[src/adc_key_pkg.sv]
// shared constants and types for the converter sequencer and key wakeup
package adc_key_pkg;

	// register byte offsets
	localparam logic [11:0] OFS_CTRL_A = 12'h000;
	localparam logic [11:0] OFS_CTRL_B = 12'h004;
	localparam logic [11:0] OFS_RESULT = 12'h008;
	localparam logic [11:0] OFS_STATUS = 12'h00C;
	localparam logic [11:0] OFS_KEY_WAKE = 12'hFD0;

	// field positions and key count
	localparam int START_BIT = 7;
	localparam int MODE_HI = 6;
	localparam int MODE_LO = 5;
	localparam int END_BIT = 5;
	localparam int BUSY_BIT = 4;
	localparam int TRIG_EN_BIT = 7;
	localparam int KEY_COUNT = 6;

	// mode field codes
	localparam logic [1:0] MODE_OFF = 2'h0;
	localparam logic [1:0] MODE_SOFT = 2'h1;
	localparam logic [1:0] MODE_TRIG = 2'h2;

	// reset values and wake enable write mask
	localparam logic [7:0] CTRL_A_RST = 8'h00;
	localparam logic [7:0] CTRL_B_RST = 8'h00;
	localparam logic [7:0] RESULT_RST = 8'h00;
	localparam logic [7:0] WAKE_EN_RST = 8'h00;
	localparam logic [7:0] WAKE_EN_MASK = 8'hBF;

	// timing
	localparam int CLK_NS = 25;
	localparam int FILT_NS = 24000;
	localparam logic [9:0] FILT_COUNT = 10'((FILT_NS + CLK_NS - 1) / CLK_NS);
	localparam logic [2:0] SAMPLE_CYCLES = 3'h4;
	localparam logic [2:0] STEP_CYCLES = 3'h4;

	typedef enum logic [2:0] {
		ST_IDLE = 3'b001,
		ST_SAMPLE = 3'b010,
		ST_CONV = 3'b100
	} conv_state_t;

	typedef struct packed {
		logic wr_pend;
		logic rd_pend;
		logic [11:0] addr;
	} bus_req_t;

	typedef struct packed {
		bus_req_t req;
		logic hreadyout;
		logic [31:0] hrdata;
		logic [7:0] ctrl_a;
		logic [7:0] ctrl_b;
		logic [7:0] result;
		logic end_flag;
		logic busy;
		logic trig_done;
		conv_state_t state;
		logic [2:0] cnt;
		logic [2:0] bit_idx;
		logic [7:0] trial;
		logic done_irq;
		logic cmp_s1;
		logic cmp_s2;
		logic [7:0] wake_en;
		logic [5:0] key_s1;
		logic [5:0] key_s2;
		logic [5:0] key_filt;
		logic [5:0][9:0] filt_cnt;
		logic wake_irq;
		logic trig;
	} core_state_t;

endpackage

[src/adc_key_top.sv]
// converter sequencer and key wakeup unit behind an ahb-lite slave
`timescale 1ns/100ps

// Contract
// - modes: disabled, software start, trigger start
// - done irq fires with end flag
// - stop halts conversion, no end flag
// - disabling aborts, result untouched
// - starts ignored while disabled
// - reset selects disabled mode
// - mode 01 selects software start
// - conversion end stores result, sets flag
// - result read clears end flag
// - restart clears flag, old result kept
// - trigger mode converts on key trigger
// - stop resets controls, discards result
// - result is 8-bit unsigned code
// - per-key wake enable bits 0..5
// - enabled low key raises wake irq
// - bit 7 gates converter trigger
// - filter rejects pulses under 24 us
// - monitor reads key levels bits 0..5
// - busy set on start, cleared on end
module adc_key_top
	import adc_key_pkg::*;
(
	input wire logic hclk,
	input wire logic hresetn,
	input wire logic hsel,
	input wire logic [31:0] haddr,
	input wire logic [1:0] htrans,
	input wire logic hwrite,
	input wire logic [2:0] hsize,
	input wire logic [31:0] hwdata,
	input wire logic hready,
	output logic hreadyout,
	output logic [31:0] hrdata,
	output logic hresp,
	input wire logic stop_entry,
	input wire logic cmp_in,
	input wire logic [5:0] key_input_n,
	output logic [2:0] chan_sel,
	output logic [7:0] sar_trial,
	output logic sample_hold,
	output logic conv_done_irq,
	output logic key_wake_irq,
	output logic key_conv_trigger
);

	core_state_t state_reg;
	core_state_t state_next;

	localparam core_state_t STATE_RST = '{
		req: '{wr_pend: 1'b0, rd_pend: 1'b0, addr: 12'h000},
		hreadyout: 1'b1,
		hrdata: 32'h00000000,
		ctrl_a: CTRL_A_RST,
		ctrl_b: CTRL_B_RST,
		result: RESULT_RST,
		end_flag: 1'b0,
		busy: 1'b0,
		trig_done: 1'b0,
		state: ST_IDLE,
		cnt: 3'h0,
		bit_idx: 3'h0,
		trial: 8'h00,
		done_irq: 1'b0,
		cmp_s1: 1'b0,
		cmp_s2: 1'b0,
		wake_en: WAKE_EN_RST,
		key_s1: 6'h3F,
		key_s2: 6'h3F,
		key_filt: 6'h3F,
		filt_cnt: '0,
		wake_irq: 1'b0,
		trig: 1'b0
	};

	always_comb begin
		core_state_t n;
		logic [5:0] fell;
		logic start_req;
		logic [7:0] kept;
		logic [7:0] bit_mask;
		logic [1:0] new_mode;
		n = state_reg;
		fell = 6'h00;
		start_req = 1'b0;
		kept = 8'h00;
		bit_mask = 8'(8'h01 << state_reg.bit_idx);
		new_mode = hwdata[MODE_HI:MODE_LO];
		n.done_irq = 1'b0;
		n.trig = 1'b0;

		// pin synchronisers
		n.cmp_s1 = cmp_in;
		n.cmp_s2 = state_reg.cmp_s1;
		n.key_s1 = key_input_n;
		n.key_s2 = state_reg.key_s1;

		// noise filter: level must hold for the full window before it is taken
		for (int i = 0; i < KEY_COUNT; i++) begin
			if (state_reg.key_s2[i] == state_reg.key_filt[i]) begin
				n.filt_cnt[i] = 10'h000;
			end else if (state_reg.filt_cnt[i] == FILT_COUNT - 10'h001) begin
				n.filt_cnt[i] = 10'h000;
				n.key_filt[i] = state_reg.key_s2[i];
			end else begin
				n.filt_cnt[i] = state_reg.filt_cnt[i] + 10'h001;
			end
			fell[i] = state_reg.key_filt[i] & ~n.key_filt[i];
		end
		// same edge as the trigger, so a trigger never precedes its wake request
		n.wake_irq = |(state_reg.wake_en[5:0] & ~n.key_filt);
		n.trig = state_reg.wake_en[TRIG_EN_BIT] & |(fell & state_reg.wake_en[5:0]);

		// ahb-lite address phase
		n.hreadyout = 1'b1;
		n.req.wr_pend = 1'b0;
		n.req.rd_pend = 1'b0;
		if (hsel && htrans[1] && hready) begin
			n.req.addr = haddr[11:0];
			n.req.wr_pend = hwrite;
			n.req.rd_pend = ~hwrite;
			n.hreadyout = hwrite;
		end

		// read data phase: one wait state, then data from a flop
		if (state_reg.req.rd_pend) begin
			n.hreadyout = 1'b1;
			case (state_reg.req.addr)
				OFS_CTRL_A: n.hrdata = {24'h000000, state_reg.ctrl_a};
				OFS_CTRL_B: n.hrdata = {24'h000000, state_reg.ctrl_b};
				OFS_RESULT: begin
					n.hrdata = {24'h000000, state_reg.result};
					n.end_flag = 1'b0;
				end
				OFS_STATUS: begin
					n.hrdata = 32'h00000000;
					n.hrdata[END_BIT] = state_reg.end_flag;
					n.hrdata[BUSY_BIT] = state_reg.busy;
				end
				OFS_KEY_WAKE: n.hrdata = {26'h0000000, state_reg.key_s2};
				default: n.hrdata = 32'h00000000;
			endcase
		end

		// successive approximation sequence
		case (state_reg.state)
			ST_IDLE: begin
				n.cnt = 3'h0;
			end
			ST_SAMPLE: begin
				if (state_reg.cnt == SAMPLE_CYCLES - 3'h1) begin
					n.state = ST_CONV;
					n.cnt = 3'h0;
					n.bit_idx = 3'h7;
					n.trial = 8'h80;
				end else begin
					n.cnt = state_reg.cnt + 3'h1;
				end
			end
			ST_CONV: begin
				if (state_reg.cnt == STEP_CYCLES - 3'h1) begin
					kept = state_reg.cmp_s2 ? state_reg.trial : (state_reg.trial & ~bit_mask);
					n.cnt = 3'h0;
					if (state_reg.bit_idx == 3'h0) begin
						n.result = kept;
						n.end_flag = 1'b1;
						n.done_irq = 1'b1;
						n.busy = 1'b0;
						n.state = ST_IDLE;
						n.trial = kept;
					end else begin
						n.bit_idx = state_reg.bit_idx - 3'h1;
						n.trial = kept | 8'(bit_mask >> 1);
					end
				end else begin
					n.cnt = state_reg.cnt + 3'h1;
				end
			end
			default: begin
				n.state = ST_IDLE;
				n.busy = 1'b0;
			end
		endcase

		// register writes in the data phase
		if (state_reg.req.wr_pend) begin
			case (state_reg.req.addr)
				OFS_CTRL_A: begin
					n.ctrl_a = {1'b0, hwdata[6:0]};
					if (new_mode == MODE_OFF) begin
						n.state = ST_IDLE;
						n.busy = 1'b0;
						n.trig_done = 1'b0;
						n.trial = 8'h00;
					end else if (hwdata[START_BIT] && new_mode == MODE_SOFT) begin
						start_req = 1'b1;
					end
				end
				OFS_CTRL_B: n.ctrl_b = hwdata[7:0];
				OFS_KEY_WAKE: n.wake_en = hwdata[7:0] & WAKE_EN_MASK;
				default: begin
				end
			endcase
		end

		// trigger start: one conversion per arming of the mode
		if (state_reg.trig && state_reg.ctrl_a[MODE_HI:MODE_LO] == MODE_TRIG
			&& !state_reg.trig_done && n.ctrl_a[MODE_HI:MODE_LO] == MODE_TRIG) begin
			start_req = 1'b1;
			n.trig_done = 1'b1;
		end

		// starts only from idle; disabled mode never reaches here
		if (start_req && n.state == ST_IDLE) begin
			n.state = ST_SAMPLE;
			n.cnt = 3'h0;
			n.trial = 8'h00;
			n.busy = 1'b1;
			n.end_flag = 1'b0;
		end

		// stop entry wipes the converter and cancels any pending end
		if (stop_entry) begin
			n.ctrl_a = CTRL_A_RST;
			n.ctrl_b = CTRL_B_RST;
			n.result = RESULT_RST;
			n.end_flag = 1'b0;
			n.done_irq = 1'b0;
			n.busy = 1'b0;
			n.state = ST_IDLE;
			n.trig_done = 1'b0;
			n.trial = 8'h00;
			n.cnt = 3'h0;
		end

		state_next = n;
	end

	always_ff @(posedge hclk or negedge hresetn) begin
		if (!hresetn) begin
			state_reg <= STATE_RST;
		end else begin
			state_reg <= state_next;
		end
	end

	assign hreadyout = state_reg.hreadyout;
	assign hrdata = state_reg.hrdata;
	assign hresp = 1'b0;
	assign chan_sel = state_reg.ctrl_a[2:0];
	assign sar_trial = state_reg.trial;
	assign sample_hold = state_reg.state[1];
	assign conv_done_irq = state_reg.done_irq;
	assign key_wake_irq = state_reg.wake_irq;
	assign key_conv_trigger = state_reg.trig;

endmodule

[config.mk]
export PLATFORM = sky130hd
export DESIGN_NAME = adc_key_top
export DESIGN_NICKNAME = d
export VERILOG_FILES = /design/src/adc_key_pkg.sv /design/src/adc_key_top.sv
export SDC_FILE = /design/constraint.sdc
export NUM_CORES = 1
export LEC_CHECK = 0
export ABC_AREA = 1
export BUFFER_PORTS_ARGS = -buffer_cell sky130_fd_sc_hd__buf_2
export CORE_MARGIN = 2
export CORE_UTILIZATION = 40
export CTS_BUF_LIST = sky130_fd_sc_hd__clkbuf_4
export DETAILED_ROUTE_END_ITERATION = 8
export PLACE_DENSITY_LB_ADDON = 0.15
export SLEW_MARGIN = 25
export SYNTH_ARGS = -nofsm -noshare
export SYNTH_HDL_FRONTEND = slang
export SYNTH_SLANG_ARGS = --single-unit
[constraint.sdc]
create_clock -name hclk -period 1.8 [get_ports hclk]
set_input_delay 0.18 -clock hclk [delete_from_list [all_inputs] [get_ports hclk]]
set_output_delay 0.18 -clock hclk [all_outputs]
set_load 0.1 [all_outputs]
==> impl_metrics.csv, run 1 <==
group,metric,value,unit
critical_path,slowest_stage,"dfrtp_1",
clocking,tritoncts.num_buffers,17,
critical_path,r2r-end,"sar_trial[1]",
finish,number_of_flip_flops_in_the_largest_register,125,
routing,first_iter_violations,352,
place,place.detailed.hpwl,11.7,mm
critical_path,register_to_register_setup_slack,0.02,ns
logic_synthesis,yosys-top-cells-area,"dfrtp_1, dfstp_2, nand2_1, nor2_1, inv_1",
finish,multiInputGateArea,0.00307,mm2
power,powerDensity,750,mW/mm2
critical_path,cp_endpoint_kind,"register",
routing,final_antenna_net_count,0,
die,die_w,142,um
die,die_area,0.0200,mm2
clocking,root_buffer,"clkbuf_4",
critical_path,critical_path_required,2.24,ns
finish,finished_layout_cell_area,0.00894,mm2
finish,fill_cells,1808,
outcome,status,"finished, final reports clean",
finish,drive_above_1_share,0.235,
global_routing,first_global_vias,5412,
critical_path,timing.critical_path.cells,"ha_2 > inv_1 > nor2_4 > a21oi_2 > or2_4 > o21ai_4 > nand2_4 > nand2_8 > nor2_2",
routing,drt_first_pass_iters,4,
power,vdd_ir_drop_max,0.519,mV
logic_synthesis,synth_sequential_area_ratio,0.519,
clocking,cts.clk_slew.worst_paths,0.14,ns
place,pre_cts_ws,-0.0116,ns
finish,layout.area.seq,0.00393,mm2
min_path,holdCritPathClass,"in -> async",
place,gp_routability_congestion,0.867,
place,detailed_place.area,0.00814,mm2
finish,design.final.nets,1053,
sta,unrepaired_setup_endpoints_after_global_routing,"yes",
critical_path,timing.critical_path.fanout_max,8,
sta,slew_headroom,0.645,
die,chipHeight,142,um
power,power_leakage,4.13,nW
clocking,htree_num_levels,4,
global_routing,grt_first_pass_wirelength,27.0,mm
sta,fin_worst_skew,0.0237,ns
clocking,tritoncts,"yes",
sta,slew_viol_final,0,
logic_synthesis,synth.cell_area,0.00756,mm2
logic_synthesis,synth-seq-cells,156,
finish,syn_to_final_growth,18.2,%
logic_synthesis,post-synth-top-area-fraction,0.450,
global_routing,grt_overflow,0,
place,io_buffers,57,
critical_path,crit_buf_inv,1,
sta,fin_crit,1.78,ns
flow_run,drv_cap,0,
critical_path,critPathKind,"reg -> reg",
routing,detail_route.vias_per_cell,4.72,
clocking,cts_sinks,156,
finish,final_common_cell,"dfrtp_1",
logic_synthesis,synthDominantAreaCellType,"dfrtp_1",
routing,avgRoutedWirePerCell,13.3,um
logic_synthesis,synth_cell_type_count,47,
critical_path,worst-path-stages,9,
logic_synthesis,synth_cells,835,
finish,layout_common_cells,"dfrtp_1, nand2_1, nor2_1",
critical_path,critPathLaunchType,"register",
sta,finalWorstSetupSlack,0.0220,ns
sta,worstMarginPinSlew,0.531,ns
routing,vias,5702,
critical_path,rr_worst_depth,9,
die,initial_core_util,0.406,
clocking,cts_max_path_buffers,2,
critical_path,kind_of_cell_adding_the_most_delay_to_the_critical_path,"simple AND/OR/NAND/NOR gates",
sta,final_hold_viol_count,0,
sta,max_clock_freq,562,MHz
critical_path,critical_path.reg2reg.startpoint,"state_reg[102]",
global_routing,gr-usage-all-layers,0.169,
die,core-area,0.0186,mm2
critical_path,worst-endpoint-arrival,2.22,ns
routing,routed_wire_length,16.1,mm
global_routing,pin_count_of_the_biggest_net_entering_global_routing,44,
sta,fin_crit_sh,0.988,
global_routing,antenna_violations_before_repair,1,
logic_synthesis,yosysWarnings,0,
die,io_pins,131,
die,row_count,50,
clocking,insertion_delay,0.55,ns
logic_synthesis,synth_area_per_cell,9.06,um2
critical_path,cp-startpoint,"state_reg[102]",
routing,number_of_drc_violations_after_detailed_routing,0,
sta,setup_violations,0,
critical_path,slowest_delay,0.41,ns
## worst max-delay path by stage
stage	slack [ns]	endpoint
after global routing	-0.09	state_reg[111]
after global placement	-0.003	sar_trial[4]
after CTS	0.002	state_reg[114]
after detailed placement	-0.01	sar_trial[4]
final	0.02	sar_trial[1]
after floorplan	0.0008	sar_trial[7]
## Yosys cell counts (all sizes together)
cell	instances
a21o	1
a21oi	31
a22o	3
a22oi	4
a2bb2oi	1
a31o	2
a31oi	2
and3	3
buf	46
clkbuf	3
clkinv	2
conb	1
dfrtp	136
dfstp	20
ha	12
inv	102
mux2	7
nand2	131
nand3	42
nand4	19
nor2	122
nor3	26
nor3b	11
nor4	1
o2111ai	3
o21ai	59
o21bai	1
o22ai	14
o31ai	5
or2	1
xnor2	6
xor2	18
## power breakdown
| part | switching, mW | leakage, nW | internal, mW |
|---|---|---|---|
| logic | 0.559 | 1.96 | 0.205 |
| clock network | 1.23 | 0.163 | 1.00 |
| registers | 0.0781 | 2.01 | 3.62 |
| total | 1.87 | 4.13 | 4.83 |
## cell type report
| type | count | share of cell area |
|---|---|---|
| clock buffer | 20 | 0.0168 |
| tap | 234 | 0.0328 |
| sequential | 156 | 0.440 |
| timing repair buffer | 130 | 0.107 |
| clock inverter | 12 | 0.0165 |
| antenna | 1 | 0.000280 |
| inverter | 104 | 0.0437 |
| multi-input combinational | 550 | 0.344 |
## through the flow
| step | util | total power, mW | hold WS (ns) | setup TNS [ns] | instances |
|---|---|---|---|---|---|
| 6_report | 0.479 | 6.70 | 0.132 | 0 | 1207 |
| 5_1_grt | 0.479 | 7.03 | 0.104 | -0.780 | 1207 |
| 4_1_cts | 0.469 | 6.78 | 0.107 | 0 | 1192 |
| 3_5_place_dp | 0.437 | 4.48 | 0.144 | -0.0116 | 1130 |
| 3_3_place_gp | 0.437 | 4.48 | 0.139 | -0.00294 | 1130 |
| 2_1_floorplan | - | 4.31 | -0.116 | 0 | 859 |
## routing by layer
metal | GRT usage | wire length [um]
met1 | 0.238 | 7940
met2 | 0.266 | 7340
met3 | 0.0395 | 633
met4 | 0.0405 | 187
met5 | 0 | 0
## cell families after synthesis
kind of cell | after synthesis | synth area share
mux | 7 | 0.0104
buf+inv | 153 | 0.0989
simple gates | 356 | 0.220
xor+xnor | 24 | 0.0278
other cells | 1 | 0.000496
compound gates | 126 | 0.104
fa+ha+maj | 12 | 0.0199
flops | 156 | 0.519
## worst reg2reg max path, cell delays in order, from the launching register on
cell	delay, ns
dfrtp_1	0.41
ha_2	0.19
inv_1	0.06
nor2_4	0.17
a21oi_2	0.08
or2_4	0.26
o21ai_4	0.21
nand2_4	0.10
nand2_8	0.14
nor2_2	0.04
## what timing repair did
| item | 4_1_cts | 5_1_grt |
|---|---|---|
| gates resized for setup | 1 | 24 |
| hold endpoints to repair | 189 | 0 |
| endpoints found under the setup margin | 1 | 36 |
| pin swaps | 0 | 12 |
| gates cloned | 0 | 0 |
| hold buffers | 30 | 0 |
| buffers inserted | 0 | 14 |
No activity file was read; power rests on OpenSTA's default activity.
==> inputs of run 2 (changes only) <==
==> constraint.sdc (replaced) <==
create_clock -name hclk -period 1.8 [get_ports hclk]
set_input_delay 0.09 -clock hclk [delete_from_list [all_inputs] [get_ports hclk]]
set_output_delay 0.09 -clock hclk [all_outputs]
set_load 0.1 [all_outputs]
==> run 2 against run 1 <==
  * Combinational power up 1%
  * Core utilization down 0.38 points
  * Clock power down 16%
  * Flip-flop and latch count unchanged
  * Sequential share of layout area up 0.35 points
  * Critical path type unchanged
  * Register-to-register slack better by 0.03 ns
  * Via count up 0.86%
  * Hold slack worse by 0.021 ns
==> impl_metrics.csv, run 2 (same netlist as run 1, synthesis figures left out) <==
group,metric,value,unit
critical_path,r2r-end,"sar_trial[6]",
critical_path,timing.critical_path.fanout_max,8,
power,p_sw,1.82,mW
global_routing,grt_overflow,0,
finish,final_core_utilization,0.476,
finish,design.final.nets,1058,
critical_path,slowest_delay,0.42,ns
sta,fin_crit,1.75,ns
die,core-area,0.0186,mm2
power,power.total,6.35,mW
min_path,holdPathEnd,"state_reg[181]",
critical_path,critPathKind,"reg -> reg",
routing,vias,5751,
critical_path,rr_worst_depth,10,
min_path,min_delay_path_depth,3,
min_path,holdCritPathClass,"in -> reg",
power,p_int,4.53,mW
global_routing,grt_first_pass_wirelength,27.7,mm
place,gp_routability_congestion,0.842,
clocking,cts_sinks,156,
critical_path,register_to_register_setup_slack,0.05,ns
power,power_leakage,4.11,nW
place,pre_cts_ws,0.0108,ns
die,chipHeight,142,um
die,row_count,50,
critical_path,kind_of_cell_adding_the_most_delay_to_the_critical_path,"simple AND/OR/NAND/NOR gates",
flow_run,drv_cap,0,
sta,slew_viol_final,0,
routing,first_iter_violations,340,
global_routing,gr-usage-all-layers,0.175,
critical_path,path_common_cell,"nor2_1",
finish,final_common_cell,"dfrtp_1",
clocking,cts_max_path_buffers,2,
sta,max_clock_freq,572,MHz
outcome,status,"finished, final reports clean",
min_path,hold_path_startpoint,"htrans[1]",
finish,number_of_flip_flops_in_the_largest_register,125,
finish,drive_above_1_share,0.233,
die,io_pins,131,
global_routing,grtUsageMet2,0.275,
sta,setup_violations,0,
finish,finish.cell_count_without_fillers,1212,
routing,avgRoutedWirePerCell,13.4,um
routing,final_antenna_net_count,0,
clocking,cts.clk_slew.worst_paths,0.13,ns
sta,slew_headroom,0.646,
power,share_clk_of_total_power,0.296,
die,die_area,0.0200,mm2
global_routing,grt_util_met3,0.0402,
clocking,tritoncts,"yes",
place,io_buffers,57,
power,vdd_ir_drop_max,0.414,mV
clocking,tritoncts.num_buffers,17,
sta,final_hold_viol_count,0,
clocking,insertion_delay,0.54,ns
critical_path,crit_buf_inv,1,
routing,drt_first_pass_iters,5,
sta,fin_crit_sh,0.972,
clocking,htree_num_levels,4,
critical_path,critical_path.reg2reg.startpoint,"state_reg[175]",
routing,detail_route.vias_per_cell,4.75,
sta,unrepaired_setup_endpoints_after_global_routing,"yes",
clocking,root_buffer,"clkbuf_4",
critical_path,slowest_stage,"dfrtp_1",
power,powerDensity,717,mW/mm2
power,power.sequential.fraction,0.582,
sta,fin_worst_skew,0.0210,ns
die,die_w,142,um
finish,layout_common_cells,"dfrtp_1, nand2_1, nor2_1",
sta,worstMarginPinSlew,0.531,ns
critical_path,critical_path_required,2.24,ns
global_routing,pin_count_of_the_biggest_net_entering_global_routing,48,
routing,number_of_drc_violations_after_detailed_routing,0,
global_routing,met1_usage,0.248,
routing,routed_wire_length,16.2,mm
global_routing,first_global_vias,5570,
global_routing,antenna_violations_before_repair,1,
power,share_comb_of_total_power,0.122,
sta,finalWorstSetupSlack,0.0509,ns
place,place.detailed.hpwl,11.7,mm
critical_path,critPathLaunchType,"register",
die,initial_core_util,0.406,
critical_path,timing.critical_path.cells,"nor2_1 > nand2_1 > nor2_4 > buf_6 > nand4_1 > nor2_1 > o21bai_4 > nand2_4 > nand2_8 > nor2_2",
power,power.share.switching,0.287,
critical_path,cp_endpoint_kind,"register",
finish,syn_to_final_growth,17.2,%
place,placedCellCount,1133,
global_routing,grt-busiest-layer,"met2",
critical_path,worst-endpoint-arrival,2.19,ns
run 2: cell count changes in the layout (fill, tap and decap cells not counted), sizes merged:
cell	previous run	this run
buf	100	105
clkinv	8	11
bufinv	3	1
inv	103	102
run 2: worst max path at each step:
stage / startpoint / endpoint / slack, ns / cells after the start
finish: state_reg[175] / sar_trial[6] / 0.05 / 10
global route: state_reg[175] / sar_trial[6] / -0.05 / 10
CTS: state_reg[102] / sar_trial[7] / 0.04 / 10
detailed placement: state_reg[42] / key_wake_irq / 0.01 / 8
global placement: state_reg[102] / sar_trial[4] / 0.009 / 9
floorplan: sample_hold / sar_trial[7] / 0.0008 / 8
run 2: cell type report:
| class | count | area, um2 |
|---|---|---|
| tap | 234 | 293 |
| timing repair buffer | 135 | 982 |
| antenna | 1 | 2.50 |
| clock inverter | 12 | 82.6 |
| sequential | 156 | 3930 |
| inverter | 104 | 390 |
| multi-input combinational | 550 | 3030 |
| clock buffer | 20 | 150 |
| fill | 1791 | 9780 |
run 2: tightest hold or removal path, stage by stage:
cell     delay, ns
buf_2         0.09
nand3_1       0.36
nor2_1        0.08
run 2: routing by layer:
layer | share of wire | up-vias
met5 | 0 | -
met4 | 0.0068 | 0
met2 | 0.46 | 107
met1 | 0.50 | 2703
met3 | 0.039 | 11
li1 | - | 2930
run 2: timing repair:
action | CTS | global route
endpoints found under the hold margin | 202 | 0
buffers inserted | 0 | 15
gates resized for setup | 2 | 19
gates cloned | 0 | 0
hold buffers | 31 | 0
setup endpoints to repair | 2 | 44
pin swaps | 0 | 12
run 2: stage by stage:
step           instance area [um2]  setup TNS (ns)  hold WS, ns
6_report                      8870               0        0.112
5_1_grt                       8870          -0.397       0.0926
4_1_cts                       8690               0       0.0563
3_5_place_dp                  8150               0      0.00842
3_3_place_gp                  8150               0      0.00983
2_1_floorplan                 7660               0       -0.206
run 2: power groups by stage:
stage	Clock, mW	Combinational, mW	Sequential (mW)
after floorplan	0	0.556	3.75
after global placement	0	0.720	3.76
after detailed placement	0	0.720	3.77
after CTS	1.98	0.776	3.70
after global routing	2.15	0.849	3.72
final	1.88	0.774	3.70
